$ cat src/inc/asx_pkg.sv
// package for the asynchronous x16 sram host controller
// assumes a 10 MHz core clock; all pin timing is counted in core clock cycles
package asx_pkg;
    // core clock period in ns
    localparam int unsigned CLK_PERIOD_NS = 100;
    // power-up wait before the first access, in us
    localparam int unsigned POWERUP_WAIT_US = 200;
    // power-up wait in cycles, least time rounded up
    localparam int unsigned POWERUP_CYCLES =
        (POWERUP_WAIT_US * 1000 + CLK_PERIOD_NS - 1) / CLK_PERIOD_NS;
    // read cycle time in ns, also the recovery after retention
    localparam int unsigned READ_CYCLE_NS = 45;
    localparam int unsigned READ_CYCLE_CYCLES =
        (READ_CYCLE_NS + CLK_PERIOD_NS - 1) / CLK_PERIOD_NS;
    // write strobe low time in ns (least), counted in cycles
    localparam int unsigned WRITE_PULSE_NS = 35;
    localparam int unsigned WRITE_PULSE_CYCLES =
        (WRITE_PULSE_NS + CLK_PERIOD_NS - 1) / CLK_PERIOD_NS;
    // deselect to retention delay in ns; zero, so no wait state is needed
    localparam int unsigned DESELECT_TO_RETENTION_NS = 0;
    // pin widths and the wait timer width
    localparam int unsigned ADDR_W = 20;
    localparam int unsigned DATA_W = 16;
    localparam int unsigned WAIT_W = 12;
    // width-select strap levels
    localparam logic WIDTH_X16 = 1'b1;
    localparam logic WIDTH_X8  = 1'b0;
    // controller states
    typedef enum logic [2:0] {
        ASX_POWERUP,
        ASX_IDLE,
        ASX_READ,
        ASX_WRITE,
        ASX_RETAIN,
        ASX_RECOVER
    } asx_state_t;
endpackage

$ cat src/hdl/asx_wait_timer.sv
// down counter used for every timed wait of the sram host controller
// assumes load and count come from logic on the same clock
`timescale 1ns/10ps
module asx_wait_timer (
    input  wire logic        core_clk,
    input  wire logic        rst_n,
    input  wire logic        load,      // load a new count
    input  wire logic [11:0] loadValue, // cycles to wait
    output logic             done       // count has reached zero
);
    logic [11:0] count_q;  // remaining cycles
    logic [11:0] count_d;

    // next count: load wins, otherwise step down to zero
    always_comb begin
        count_d = count_q;
        if (load) begin
            count_d = loadValue;
        end else if (count_q != 12'h000) begin
            count_d = count_q - 12'h001;
        end
    end

    // register only
    always_ff @(posedge core_clk or negedge rst_n) begin
        if (!rst_n) begin
            count_q <= 12'h000;
        end else begin
            count_q <= count_d;
        end
    end

    assign done = (count_q == 12'h000) && !load;
endmodule

$ cat src/hdl/asx_host_ctrl.sv
// host controller that drives an asynchronous 512K x16 sram through its pins
// assumes one request at a time from logic on core_clk; sram data pins arrive async
// What this block does
// - write: selects active, write strobe low, lanes
// - read: selects active, output strobe low
// - width strap picks x16 or x8 mode
// - retention deselects through selects and lanes
// - retention may start right at deselect
// - no access before 200 us power-up wait
`timescale 1ns/10ps
module asx_host_ctrl (
    input  wire logic        core_clk,
    input  wire logic        rst_n,
    input  wire logic        reqValid,           // request strobe, one cycle
    input  wire logic        reqWrite,           // 1 write, 0 read
    input  wire logic [19:0] reqAddr,            // word address, or byte address in x8
    input  wire logic [1:0]  reqLaneEn,          // bit0 low lane, bit1 high lane
    input  wire logic [15:0] reqWData,           // write data
    input  wire logic        retainReq,          // level: hold memory in retention
    input  wire logic        widthSelect,        // strap: 1 x16, 0 x8
    output logic             reqReady,           // may take a request
    output logic             rspValid,           // read data pulse
    output logic [15:0]      rspRData,           // read data
    output logic             inRetention,        // memory deselected for retention
    output logic [18:0]      sramAddr,           // address pins
    output logic             extra_address_bit,  // top address bit in x8 mode
    output logic             select_active_low,
    output logic             select_active_high,
    output logic             writeStrobe_n,
    output logic             outputStrobe_n,
    output logic             upper_lane_enable_n,
    output logic             lower_lane_enable_n,
    output logic [15:0]      sramDataOut,
    output logic [15:0]      sramDataOe,         // high while host drives the bit
    input  wire logic [15:0] sramDataIn
);
    asx_pkg::asx_state_t state_q, state_d;       // controller state
    logic        done;                           // timer expired
    logic        tLoad;                          // timer load strobe
    logic [11:0] tValue;                         // timer load value
    logic [15:0] dSync1_q, dSync2_q;             // data pin synchroniser
    logic        strap_q, strap_d;               // width strap sampled after reset
    logic        reqReady_q, reqReady_d;
    logic        rspValid_q, rspValid_d;
    logic [15:0] rspRData_q, rspRData_d;
    logic [18:0] addr_q, addr_d;
    logic        a19_q, a19_d;
    logic        selN_q, selN_d, selH_q, selH_d;
    logic        weN_q, weN_d, oeN_q, oeN_d;
    logic        ubN_q, ubN_d, lbN_q, lbN_d;
    logic [15:0] dOut_q, dOut_d, dOe_q, dOe_d;
    logic        retain_q, retain_d;
    logic [1:0]  lanes_q, lanes_d;               // lanes of the access in flight
    logic        puLoad_q;                       // one-shot after reset, starts the power-up count

    // timer shares all waits, keeps the main file free of counters
    asx_wait_timer u_timer (
        .core_clk  (core_clk),
        .rst_n     (rst_n),
        .load      (tLoad),
        .loadValue (tValue),
        .done      (done)
    );

    // lane enable pin pair for a request; in x8 mode lanes are unused and held low
    function automatic logic [1:0] laneEnN(input logic [1:0] en, input logic x16);
        laneEnN = x16 ? ~en : 2'b00;
    endfunction

    // next state of the bus sequencer
    always_comb begin
        state_d = state_q;
        strap_d = strap_q;
        reqReady_d = 1'b0;
        rspValid_d = 1'b0;
        rspRData_d = rspRData_q;
        addr_d = addr_q;
        a19_d = a19_q;
        selN_d = selN_q;
        selH_d = selH_q;
        weN_d = 1'b1;
        oeN_d = 1'b1;
        ubN_d = ubN_q;
        lbN_d = lbN_q;
        dOut_d = dOut_q;
        dOe_d = 16'h0000;
        retain_d = retain_q;
        lanes_d = lanes_q;
        tLoad = 1'b0;
        tValue = 12'h000;
        unique case (state_q)
            asx_pkg::ASX_POWERUP: begin
                // strap is sampled each cycle here, never at the reset edge itself
                strap_d = widthSelect;
                if (puLoad_q) begin
                    // first cycle after reset starts the full supply settling wait
                    tLoad = 1'b1;
                    tValue = 12'(asx_pkg::POWERUP_CYCLES);
                end else if (done) begin
                    state_d = asx_pkg::ASX_IDLE;
                    reqReady_d = 1'b1;
                end
            end
            asx_pkg::ASX_IDLE: begin
                reqReady_d = 1'b1;
                // address pins left alone between accesses to save memory power
                if (retainReq) begin
                    // deselect on both paths; retention flag rises the same edge
                    state_d = asx_pkg::ASX_RETAIN;
                    selN_d = 1'b1;
                    selH_d = 1'b0;
                    ubN_d = 1'b1;
                    lbN_d = 1'b1;
                    retain_d = 1'b1;
                    reqReady_d = 1'b0;
                end else if (reqValid) begin
                    reqReady_d = 1'b0;
                    addr_d = reqAddr[18:0];
                    a19_d = strap_q ? 1'b0 : reqAddr[19];
                    selN_d = 1'b0;
                    selH_d = 1'b1;
                    {ubN_d, lbN_d} = laneEnN(reqLaneEn, strap_q);
                    lanes_d = strap_q ? reqLaneEn : 2'b01;
                    tLoad = 1'b1;
                    if (reqWrite) begin
                        state_d = asx_pkg::ASX_WRITE;
                        tValue = 12'(asx_pkg::WRITE_PULSE_CYCLES);
                        weN_d = 1'b0;
                        dOut_d = reqWData;
                        dOe_d = {{8{strap_q}}, 8'hff};
                    end else begin
                        state_d = asx_pkg::ASX_READ;
                        tValue = 12'(asx_pkg::READ_CYCLE_CYCLES + 2);
                        oeN_d = 1'b0;
                    end
                end else begin
                    // standby while idle, address pins untouched
                    selN_d = 1'b1;
                    selH_d = 1'b0;
                end
            end
            asx_pkg::ASX_WRITE: begin
                weN_d = 1'b0;
                dOe_d = dOe_q;
                if (done) begin
                    // strobe and select_active_low rise as select_active_high falls; data drops with them, hold time is zero
                    weN_d = 1'b1;
                    dOe_d = 16'h0000;
                    selN_d = 1'b1;
                    selH_d = 1'b0;
                    state_d = asx_pkg::ASX_IDLE;
                    reqReady_d = 1'b1;
                end
            end
            asx_pkg::ASX_READ: begin
                oeN_d = 1'b0;
                // wait covers access time plus the two synchroniser stages
                if (done) begin
                    rspRData_d = 16'h0000;
                    if (lanes_q[0]) begin
                        rspRData_d[7:0] = dSync2_q[7:0];
                    end
                    if (lanes_q[1]) begin
                        rspRData_d[15:8] = dSync2_q[15:8];
                    end
                    rspValid_d = 1'b1;
                    oeN_d = 1'b1;
                    selN_d = 1'b1;
                    selH_d = 1'b0;
                    state_d = asx_pkg::ASX_IDLE;
                    reqReady_d = 1'b1;
                end
            end
            asx_pkg::ASX_RETAIN: begin
                if (!retainReq) begin
                    retain_d = 1'b0;
                    tLoad = 1'b1;
                    tValue = 12'(asx_pkg::READ_CYCLE_CYCLES);
                    state_d = asx_pkg::ASX_RECOVER;
                end
            end
            asx_pkg::ASX_RECOVER: begin
                if (done) begin
                    state_d = asx_pkg::ASX_IDLE;
                    reqReady_d = 1'b1;
                end
            end
            default: begin
                state_d = asx_pkg::ASX_IDLE;
            end
        endcase
    end

    // registers of the sequencer and pins
    always_ff @(posedge core_clk or negedge rst_n) begin
        if (!rst_n) begin
            state_q    <= asx_pkg::ASX_POWERUP;
            strap_q    <= asx_pkg::WIDTH_X16;
            reqReady_q <= 1'b0;
            rspValid_q <= 1'b0;
            rspRData_q <= 16'h0000;
            addr_q     <= 19'h00000;
            a19_q      <= 1'b0;
            selN_q     <= 1'b1;
            selH_q     <= 1'b0;
            weN_q      <= 1'b1;
            oeN_q      <= 1'b1;
            ubN_q      <= 1'b1;
            lbN_q      <= 1'b1;
            dOut_q     <= 16'h0000;
            dOe_q      <= 16'h0000;
            retain_q   <= 1'b0;
            lanes_q    <= 2'b00;
            dSync1_q   <= 16'h0000;
            dSync2_q   <= 16'h0000;
        end else begin
            state_q    <= state_d;
            strap_q    <= strap_d;
            reqReady_q <= reqReady_d;
            rspValid_q <= rspValid_d;
            rspRData_q <= rspRData_d;
            addr_q     <= addr_d;
            a19_q      <= a19_d;
            selN_q     <= selN_d;
            selH_q     <= selH_d;
            weN_q      <= weN_d;
            oeN_q      <= oeN_d;
            ubN_q      <= ubN_d;
            lbN_q      <= lbN_d;
            dOut_q     <= dOut_d;
            dOe_q      <= dOe_d;
            retain_q   <= retain_d;
            lanes_q    <= lanes_d;
            dSync1_q   <= sramDataIn;
            dSync2_q   <= dSync1_q;
        end
    end

    // one-shot that loads the power-up wait in the first cycle after reset
    always_ff @(posedge core_clk or negedge rst_n) begin
        if (!rst_n) begin
            puLoad_q <= 1'b1;
        end else begin
            puLoad_q <= 1'b0;
        end
    end

    assign reqReady            = reqReady_q;
    assign rspValid            = rspValid_q;
    assign rspRData            = rspRData_q;
    assign inRetention         = retain_q;
    assign sramAddr            = addr_q;
    assign extra_address_bit   = a19_q;
    assign select_active_low   = selN_q;
    assign select_active_high  = selH_q;
    assign writeStrobe_n       = weN_q;
    assign outputStrobe_n      = oeN_q;
    assign upper_lane_enable_n = ubN_q;
    assign lower_lane_enable_n = lbN_q;
    assign sramDataOut         = dOut_q;
    assign sramDataOe          = dOe_q;

    // never drive data while the memory may be driving
    property p_no_contention;
        @(posedge core_clk) disable iff (!rst_n)
        (dOe_q != 16'h0000) |-> (weN_q == 1'b0 && oeN_q == 1'b1);
    endproperty
    a_no_contention: assert property (p_no_contention) else $error("data driven outside write");
    property p_write_seq;
        @(posedge core_clk) disable iff (!rst_n)
        $fell(weN_q) |-> (!selN_q && selH_q) ##1 !weN_q;
    endproperty
    a_write_seq: assert property (p_write_seq) else $error("write strobe without select");
    property p_read_seq;
        @(posedge core_clk) disable iff (!rst_n)
        !oeN_q |-> (!selN_q && selH_q && weN_q);
    endproperty
    a_read_seq: assert property (p_read_seq) else $error("read without select");
    property p_read_len;
        @(posedge core_clk) disable iff (!rst_n)
        $fell(oeN_q) |-> !oeN_q [*4] ##1 rspValid_q;
    endproperty
    a_read_len: assert property (p_read_len) else $error("read length wrong");
    property p_retain;
        @(posedge core_clk) disable iff (!rst_n)
        retain_q |-> (selN_q && !selH_q && ubN_q && lbN_q);
    endproperty
    a_retain: assert property (p_retain) else $error("retention without deselect");
    property p_recover;
        @(posedge core_clk) disable iff (!rst_n)
        $fell(retain_q) |-> !reqReady_q;
    endproperty
    a_recover: assert property (p_recover) else $error("no recovery after retention");
    property p_x8_lanes;
        @(posedge core_clk) disable iff (!rst_n)
        (!strap_q && !selN_q) |-> (dOe_q[15:8] == 8'h00);
    endproperty
    a_x8_lanes: assert property (p_x8_lanes) else $error("upper data used in x8");
    property p_standby;
        @(posedge core_clk) disable iff (!rst_n)
        (state_q == asx_pkg::ASX_IDLE) |-> selN_q;
    endproperty
    a_standby: assert property (p_standby) else $error("idle not deselected");
    property p_powerup;
        @(posedge core_clk) disable iff (!rst_n)
        (state_q == asx_pkg::ASX_POWERUP) |-> (selN_q && !reqReady_q);
    endproperty
    a_powerup: assert property (p_powerup) else $error("access before power-up wait");
endmodule

$ cat config.mk
export PLATFORM = sky130hd
export DESIGN_NAME = asx_host_ctrl
export DESIGN_NICKNAME = d
export VERILOG_FILES = /design/src/inc/asx_pkg.sv /design/src/hdl/asx_wait_timer.sv /design/src/hdl/asx_host_ctrl.sv
export SDC_FILE = /design/constraint.sdc
export NUM_CORES = 1
export LEC_CHECK = 0
export BUFFER_PORTS_ARGS = -buffer_cell sky130_fd_sc_hd__buf_2
export CAP_MARGIN = 0
export CORE_MARGIN = 4
export CORE_UTILIZATION = 46
export CTS_CLUSTER_DIAMETER = 80
export CTS_CLUSTER_SIZE = 16
export DETAILED_ROUTE_END_ITERATION = 10
export PLACE_DENSITY_LB_ADDON = 0.25
export SLEW_MARGIN = 30
export SYNTH_ARGS = -nofsm -noshare
export SYNTH_HDL_FRONTEND = slang
export SYNTH_HIERARCHICAL = 1
export SYNTH_SLANG_ARGS = --single-unit
export TNS_END_PERCENT = 100
$ cat constraint.sdc
create_clock -name core_clk -period 3.14 [get_ports core_clk]
set_input_delay 0.157 -clock core_clk [delete_from_list [all_inputs] [get_ports core_clk]]
set_output_delay 0.157 -clock core_clk [all_outputs]
set_load 0.1 [all_outputs]
==> results of run 1 <==
==> metal layers <==
| metal | up-vias | routed length (um) | global-route usage |
|---|---|---|---|
| li1 | 1677 | - | - |
| met4 | 0 | 131 | 0.0611 |
| met1 | 1647 | 4480 | 0.244 |
| met3 | 14 | 604 | 0.0631 |
| met2 | 111 | 5340 | 0.325 |
| met5 | - | 0 | 0 |
==> layout make-up <==
| class | instances | area (um^2) | area share |
|---|---|---|---|
| Multi-Input combinational cell | 242 | 1380 | 0.216 |
| Inverter | 8 | 32.5 | 0.00509 |
| Clock buffer | 21 | 449 | 0.0702 |
| Sequential cell | 114 | 2860 | 0.448 |
| Clock inverter | 10 | 134 | 0.0209 |
| Timing Repair Buffer | 207 | 1360 | 0.213 |
| Antenna cell | 1 | 2.50 | 0.000391 |
| Timing Repair inverter | 1 | 7.51 | 0.00117 |
| Tap cell | 129 | 161 | 0.0252 |
==> flip-flops by register name, summed over array words and instances (netlist names) <==
register / count
sramDataOut: 16
lower_lane_enable_n: 1
sramAddr: 19
inRetention: 1
upper_lane_enable_n: 1
rspValid: 1
sramDataOe: 2
puLoad_q: 1
reqReady: 1
extra_address_bit: 1
lanes_q: 2
dSync2_q: 16
state_q: 3
outputStrobe_n: 1
u_timer/count_q: 12
strap_q: 1
writeStrobe_n: 1
select_active_low: 1
rspRData: 16
select_active_high: 1
dSync1_q: 16
==> final timing paths <==
kind,end,slack [ns],cells past startpoint
worst min-delay path,upper_lane_enable_n$_DFFE_PN1P_,0.12,3
worst max register to register,rspRData[9]$_DFFE_PN0P_,0.22,13
min in group asynchronous,sramAddr[10]$_DFFE_PN0P_,0.16,2
worst min register to register,dSync2_q[7]$_DFF_PN0_,0.34,0
worst max-delay path,rspRData[9]$_DFFE_PN0P_,0.22,13
max in group asynchronous,lower_lane_enable_n$_DFFE_PN1P_,2.06,3
==> power by group through the flow <==
stage | Combinational (mW) | Sequential, mW | Clock (mW)
2_1_floorplan | 0.984 | 4.04 | 0
3_3_place_gp | 3.35 | 2.20 | 0
3_5_place_dp | 3.38 | 2.21 | 0
4_1_cts | 3.44 | 2.20 | 1.90
5_1_grt | 3.62 | 2.26 | 1.97
6_report | 3.45 | 2.21 | 1.85
==> cells by family after synthesis <==
kind of cell	Yosys count	share of synthesized area
other	1	0.000844
xor gates and xnor gates	9	0.0177
DFF	114	0.644
and+or+nand+nor	152	0.154
AOI/OAI and AO/OA	54	0.0707
muxes	20	0.0575
buffers and inverters	41	0.0490
adders and majority gates	2	0.00563
==> worst max-delay path, stage by stage (launching register included) <==
cell      delay (ns)
dfrtp_1         0.41
buf_4           0.21
nor2b_1         0.09
nand2_1         0.08
a211oi_1        0.08
or2_2           0.37
nor4_2          0.22
nand4_1         0.33
inv_4           0.18
nand2_1         0.07
or3_1           0.31
buf_4           0.23
nand2_1         0.10
o21ai_0         0.09
==> cell usage in the layout (no fill, tap or decap), types with 4 or more instances in the layout <==
master and instances:
nor4_1 4, buf_4 14, clkbuf_16 16, a211oi_1 4, nor3_1 6, nand2b_1 4
inv_1 7, a21oi_1 14, nor2_1 20, xnor2_1 8, o21ai_0 27, buf_2 135
dfstp_2 7, clkinv_2 4, mux2_2 8, dlygate4sd3_1 58, mux2_4 9, conb_1 5
dfrtp_1 105, nand2_1 99
==> repair_timing <==
| action | CTS | global route |
|---|---|---|
| hold buffers | 58 | 0 |
| setup buffers | 0 | 7 |
| hold endpoints to repair | 97 | 0 |
| setup endpoints to repair | 0 | 17 |
| resized for setup | 0 | 4 |
==> reports/qor.yml, run 1 <==
whs_ns: 0.120
min_path_type: "input pin to register"
slew_violations: 0
drtPass1Iterations: 4
cts_tree: "yes"
critPathKind: "register to register"
grt_pass1_wl_um: 17400
placed_cell_area_um2: 5160
synth.yosys.seq_area_share: 0.644
portBuffers: 136
ys_types: 44
fin_nets: 653
r2r_start: "state_q[2]$_DFFE_PN0P_"
clk_path_buf_depth: 2
synthCells: 393
setup_violations: 0
dieHeight_um: 106
startpoint_type: "register"
first_global_vias: 3617
leakagePower_nw: 3.23
max_freq_mhz: 342
grt_overflow: 0
ys_ff_latch: 114
power_frac_clock: 0.247
arrival_ns: 3.27
design.core.area_um2: 9330
gp_congestion: 0.830
grtUsageTotal: 0.196
post-dp-hpwl_um: 6790
cts_made_buffers: 17
worst_pin_slew_ns: 0.508
ant_nets: 0
via_per_inst: 4.71
place_ws_ns: 0.128
synth_area_leaders: "dfrtp_1, nand2_1, dfstp_2"
yosysWarnings: 6
fin_ws_ns: 0.219
grt_max_degree: 42
final_cells: 733
rows: 35
wirelength_um: 10600
fin_area_um2: 6400
required_ns: 3.49
vdd_drop_max_uv: 888
synth_commonest_cells: "dfrtp_1, nand2_1, o21ai_0"
p_int_mw: 3.86
p_sw_mw: 3.65
yosysTopAreaCell: "dfrtp_1"
drc: 0
nFillCells: 667
clock_latency_ns: 0.50
worstSetupStartpoint: "state_q[2]$_DFFE_PN0P_"
cp-end-kind: "register"
routedWlPerCell_um: 14.4
power_mw: 7.51
h-tree-depth: 4
crit_path_max_fanout: 33
die_x_um: 106
synth_top_area_frac: 0.603
ys.flop_type: "dfrtp_1"
vias: 3449
drive_gt1_frac: 0.353
clock_sink_count: 114
final_hold_viol_count: 0
drt_iter0_drc: 126
fin_crit_ns: 2.92
dp.cells: 635
synth_edf_count: 0
synth.cell_area_um2: 4440
die_area_um2: 11300
drv_cap: 0
swShare: 0.486
seqPwrFrac: 0.294
pin_count: 137
tns_ns: 0
cts_root_buf: "clkbuf_8"
finish.utilization: 0.686
ys_async_sr_fraction: 1.00
synth.most_common_cell: "dfrtp_1"
finalClockSkew_ns: 0.0197
power.density_nw_per_um2: 1170
worstHoldStart: "reqValid"
synth_area_per_cell_um2: 11.3
antenna_found_initial: 1
cts.reportedPaths.clkPinSlew_ns: 0.05
power_frac_comb: 0.459
relSlewSlack: 0.661
status: "finished, final reports clean"
syn_to_final_growth_pct: 44.0
start_util: 0.476
post-route-period-util: 0.930
No activity file was read; power rests on OpenSTA's default activity.
==> run 2: changes to the inputs <==
CORE_MARGIN = 2   (was 4)
==> reports/qor.yml, run 2 (same netlist as run 1, synthesis figures left out) <==
dp.cells: 635  # unchanged
final_hold_viol_count: 0  # unchanged
max_freq_mhz: 350  # +2.2%
status: "finished, final reports clean"
final_cells: 725  # -1.1%
post-dp-hpwl_um: 6510  # -4.2%
clock_latency_ns: 0.50  # about the same
critPathKind: "register to register"
antenna_cells: 0  # -1
routedWlPerCell_um: 14.6  # +1.6%
die_x_um: 102  # -3.8%
fin_ws_ns: 0.283  # +0.0635 ns
slowest_stage: "dfrtp_2"
drive_gt1_frac: 0.342  # -0.0110
portBuffers: 136  # unchanged
cpPeakStageDelay_ns: 0.45  # +0.04 ns
post-route-period-util: 0.910  # -0.0202
final_cell_mix: "buf_2, dfrtp_1, nand2_1"
h-tree-depth: 4  # unchanged
setup_violations: 0  # unchanged
syn_to_final_growth_pct: 44.0  # about the same
clock_sink_count: 114  # unchanged
tns_ns: 0  # unchanged
place_ws_ns: 0.244  # +0.116 ns
wirelength_um: 10600  # +0.52%
dieHeight_um: 102  # -3.8%
antenna_found_initial: 0  # -1
drt_iter0_drc: 172  # +37%
cts_tree: "yes"
cts_made_buffers: 17  # unchanged
largest_reg_flops: 19  # unchanged
leakagePower_nw: 3.23  # about the same
fin_nets: 645  # -1.2%
required_ns: 3.50  # about the same
via_per_inst: 4.74  # +0.72%
placed_cell_area_um2: 5170  # +0.24%
rsz0062_at_grt: "no"
grtUsageTotal: 0.216  # +0.0202
path_common_cell: "nand2_1"
crit_path_max_fanout: 33  # unchanged
ant_nets: 0  # unchanged
gp_congestion: 0.834  # +0.52%
final_common_cell: "buf_2"
arrival_ns: 3.22  # -0.05 ns
finalClockSkew_ns: 0.0113  # -0.00844 ns
cp-end-kind: "register"
path_cells: "nor3_1 -> and2_1 -> or2_2 -> nor4_1 -> nand4_1 -> inv_2 -> nand2_1 -> or3_1 -> buf_4 -> nand2_1 -> o21ai_0"
first_global_vias: 3527  # -2.5%
min_path_type: "input pin to register"
design.core.area_um2: 9280  # -0.47%
power_mw: 7.71  # +2.7%
critical_path.top_delay_family: "simple AND/OR/NAND/NOR gates"
grt_overflow: 0  # unchanged
pin_count: 137  # unchanged
grt_pass1_wl_um: 17200  # -1.2%
grt_max_degree: 66  # +57%
die_area_um2: 10500  # -7.4%
drv_cap: 0  # unchanged
power.density_nw_per_um2: 1210  # +2.7%
fin_crit_ns: 2.86  # -0.0635 ns
startpoint_type: "register"
vdd_drop_max_uv: 1040  # +17%
start_util: 0.478  # +0.00225
cts_root_buf: "clkbuf_8"
vias: 3436  # -0.38%
slew_violations: 0  # unchanged
fin_area_um2: 6400  # about the same
clk_path_buf_depth: 2  # unchanged
rows: 35  # unchanged
relSlewSlack: 0.450  # -0.212
whs_ns: 0.104  # -0.0161 ns
drc: 0  # unchanged
drtPass1Iterations: 4  # unchanged
finish.utilization: 0.689  # +0.00337
worst_pin_slew_ns: 0.826  # +0.318 ns
cts.reportedPaths.clkPinSlew_ns: 0.05  # about the same
worst-path-buf-inv: 2  # -1
-- run 2: cell count changes in the layout (fill, tap and decap cells not counted), moves of 2 or more --
cell        delta
buf_4          -8
bufinv_16      +2
clkinv_2       -2
clkinvlp_4     -2
-- run 2: where the power goes --
part	switching [mW]	internal, mW	total [mW]
Sequential	0.319	1.90	2.22
Clock	0.634	1.43	2.06
Combinational	2.71	0.718	3.43
Total	3.66	4.05	7.71
-- run 2: area by class of cell --
type                    instances  area (um^2)
repair buffers                200         1320
clock inverters                 9          176
fillers                       707         2890
well taps                     129          161
flip-flops and latches        114         2860
clock buffers                  23          467
multi-input cells             242         1380
inverters                       8         30.0
-- run 2: per-layer routing --
layer	global-route usage	wire length, um
met2	0.369	5700
met4	0.0779	78
met1	0.255	4220
met3	0.0732	598
met5	0	0
-- run 2: worst paths after layout --
kind / from / endpoint / slack [ns] / cells after the start
worst max-delay path: state_q[2]$_DFFE_PN0P_ / rspRData[8]$_DFFE_PN0P_ / 0.28 / 11
min in group asynchronous: rst_n / sramAddr[18]$_DFFE_PN0P_ / 0.29 / 2
worst min-delay path: reqValid / upper_lane_enable_n$_DFFE_PN1P_ / 0.10 / 3
worst max register to register: state_q[2]$_DFFE_PN0P_ / rspRData[8]$_DFFE_PN0P_ / 0.28 / 11
worst min register to register: dSync1_q[6]$_DFF_PN0_ / dSync2_q[6]$_DFF_PN0_ / 0.35 / 0
max in group asynchronous: rst_n / writeStrobe_n$_DFF_PN1_ / 2.05 / 3
-- run 2: repair_timing --
item	in CTS	in global routing
hold buffers	58	0
resized for setup	0	2
setup buffers	0	0
endpoints found under the hold margin	121	0
endpoints found under the setup margin	0	16
-- run 2: worst reg2reg max path: stages, from the launching register on --
cell and delay, ns:
dfrtp_2 0.45, nor3_1 0.10, and2_1 0.24, or2_2 0.40, nor4_1 0.27, nand4_1 0.17
inv_2 0.21, nand2_1 0.11, or3_1 0.32, buf_4 0.23, nand2_1 0.12, o21ai_0 0.09
==> run 3: changes to the inputs <==
CORE_UTILIZATION = 50   (was 46)
SKIP_LAST_GASP = 1   (was unset)
clock period = 2.7 ns   (was 3.14 ns; I/O delays follow)
==> reports/qor.yml, run 3 (same netlist as run 1, synthesis figures left out) <==
gp_congestion: 0.861  # +3.2%
portBuffers: 136  # unchanged
cpPeakStageDelay_ns: 0.46  # about the same
final_hold_viol_count: 0  # unchanged
vias: 3609  # +5.0%
power.density_nw_per_um2: 1380  # +14%
worst_pin_slew_ns: 0.717  # -0.109 ns
antenna_cells: 0  # unchanged
final_cell_mix: "buf_2, dfrtp_1, nand2_1"
clock_latency_ns: 0.50  # about the same
nFillCells: 570  # -19%
drv_cap: 0  # unchanged
pin_count: 137  # unchanged
antenna_found_initial: 0  # unchanged
worst-path-buf-inv: 2  # unchanged
required_ns: 3.07  # -0.43 ns
via_per_inst: 5.07  # +7.0%
slew_violations: 0  # unchanged
critical_path.top_delay_family: "simple AND/OR/NAND/NOR gates"
first_global_vias: 3781  # +7.2%
grt_overflow: 0  # unchanged
dieHeight_um: 98.3  # -3.9%
arrival_ns: 2.91  # -0.31 ns
drive_gt1_frac: 0.356  # +0.0137
finish.utilization: 0.734  # +0.0446
path_cells: "nor2b_1 -> nand2_1 -> a211oi_1 -> or2_4 -> nor4_2 -> nand4_1 -> inv_4 -> nand2_1 -> or3_1 -> buf_6 -> nand2_1 -> o21ai_0"
h-tree-depth: 4  # unchanged
post-route-period-util: 0.942  # +0.0318
die_area_um2: 9650  # -7.7%
wirelength_um: 11300  # +6.4%
grtUsageTotal: 0.245  # +0.0294
leakagePower_nw: 3.23  # about the same
startpoint_type: "register"
syn_to_final_growth_pct: 43.4
status: "finished, final reports clean"
power_mw: 8.78  # +14%
whs_ns: 0.0793  # -0.0249 ns
final_cells: 712  # -1.8%
finalClockSkew_ns: 0.0112  # -0.0000516 ns
die_x_um: 98.3  # -3.9%
final_common_cell: "buf_2"
ant_nets: 0  # unchanged
dp.cells: 617  # -2.8%
critPathKind: "register to register"
rows: 34  # -2.9%
cts_root_buf: "clkbuf_8"
post-dp-hpwl_um: 6620  # +1.7%
vdd_drop_max_uv: 1310  # +26%
design.core.area_um2: 8680  # -6.5%
setup_violations: 0  # unchanged
drc: 0  # unchanged
grt_pass1_wl_um: 18500  # +7.6%
max_freq_mhz: 393  # +12%
min_path_type: "input pin to register"
tns_ns: 0  # unchanged
crit_path_max_fanout: 33  # unchanged
start_util: 0.512  # +0.0334
grt_max_degree: 58  # -12%
cts_made_buffers: 17  # unchanged
largest_reg_flops: 19  # unchanged
fin_nets: 653  # +1.2%
clk_path_buf_depth: 2  # unchanged
cp-end-kind: "register"
drt_iter0_drc: 158  # -8.1%
slowest_stage: "dfrtp_2"
cts.reportedPaths.clkPinSlew_ns: 0.06  # about the same
relSlewSlack: 0.522  # +0.0726
drtPass1Iterations: 4  # unchanged
path_common_cell: "nand2_1"
cts_tree: "yes"
fin_crit_ns: 2.54  # -0.314 ns
routedWlPerCell_um: 15.8  # +8.4%
clock_sink_count: 114  # unchanged
[run 3: cell types whose count changed in the layout (fill, tap and decap cells not counted), moves of 2 or more]
cell	before	now
bufinv_16	5	2
inv_6	0	2
clkbuf_1	3	1
clkinvlp_4	1	4
buf_4	6	14
[run 3: cell type report]
| class | count | area [um^2] | share of cell area |
|---|---|---|---|
| clock buffer | 20 | 445 | 0.0700 |
| multi-input combinational | 242 | 1390 | 0.218 |
| timing repair buffer | 208 | 1370 | 0.216 |
| sequential | 114 | 2860 | 0.450 |
| clock inverter | 12 | 131 | 0.0206 |
| tap | 108 | 135 | 0.0212 |
| inverter | 8 | 32.5 | 0.00511 |
[run 3: stage by stage]
| step | instance area (um^2) | worst slack [ns] |
|---|---|---|
| 5_1_grt | 6370 | -0.0397 |
| 3_3_place_gp | 5160 | 0.231 |
| 6_report | 6370 | 0.157 |
| 2_1_floorplan | 4500 | 0.0229 |
| 3_5_place_dp | 5160 | 0.0673 |
| 4_1_cts | 6320 | 0.0725 |
[run 3: routing by layer]
metal / part of all wire / GRT usage / vias to the layer above
met5: 0 / 0 / -
met1: 0.39 / 0.288 / 1756
met3: 0.062 / 0.0816 / 24
met2: 0.52 / 0.407 / 149
met4: 0.027 / 0.122 / 0
li1: - / - / 1680
[run 3: worst register-to-register path: cells and delay by family, from the launching register on]
family          cells  cell delay, ns
flops               1            0.46
compound gates      2            0.16
simple gates        8            1.45
buf+inv             2            0.35
[run 3: final timing paths]
path,start,to,slack [ns],depth (start not counted)
worst max-delay path,state_q[0]$_DFFE_PN0P_,rspRData[12]$_DFFE_PN0P_,0.16,12
worst min-delay path,reqValid,upper_lane_enable_n$_DFFE_PN1P_,0.08,3
worst max register to register,state_q[0]$_DFFE_PN0P_,rspRData[12]$_DFFE_PN0P_,0.16,12
worst min register to register,dSync1_q[0]$_DFF_PN0_,dSync2_q[0]$_DFF_PN0_,0.35,0
max in group asynchronous,rst_n,sramAddr[7]$_DFFE_PN0P_,1.67,3
min in group asynchronous,rst_n,sramAddr[13]$_DFFE_PN0P_,0.23,2
[run 3: report_power, final]
part,total (mW),internal [mW],switching [mW],leakage (nW)
combinational,4.03,0.847,3.18,1.56
clock,2.16,1.36,0.798,0.274
sequential,2.60,2.20,0.392,1.40
[run 3: timing repair]
action,4_1_cts,5_1_grt
buffers inserted,0,5
setup endpoints to repair,0,16
resized for setup,0,4
hold buffers,58,0
hold endpoints to repair,107,0
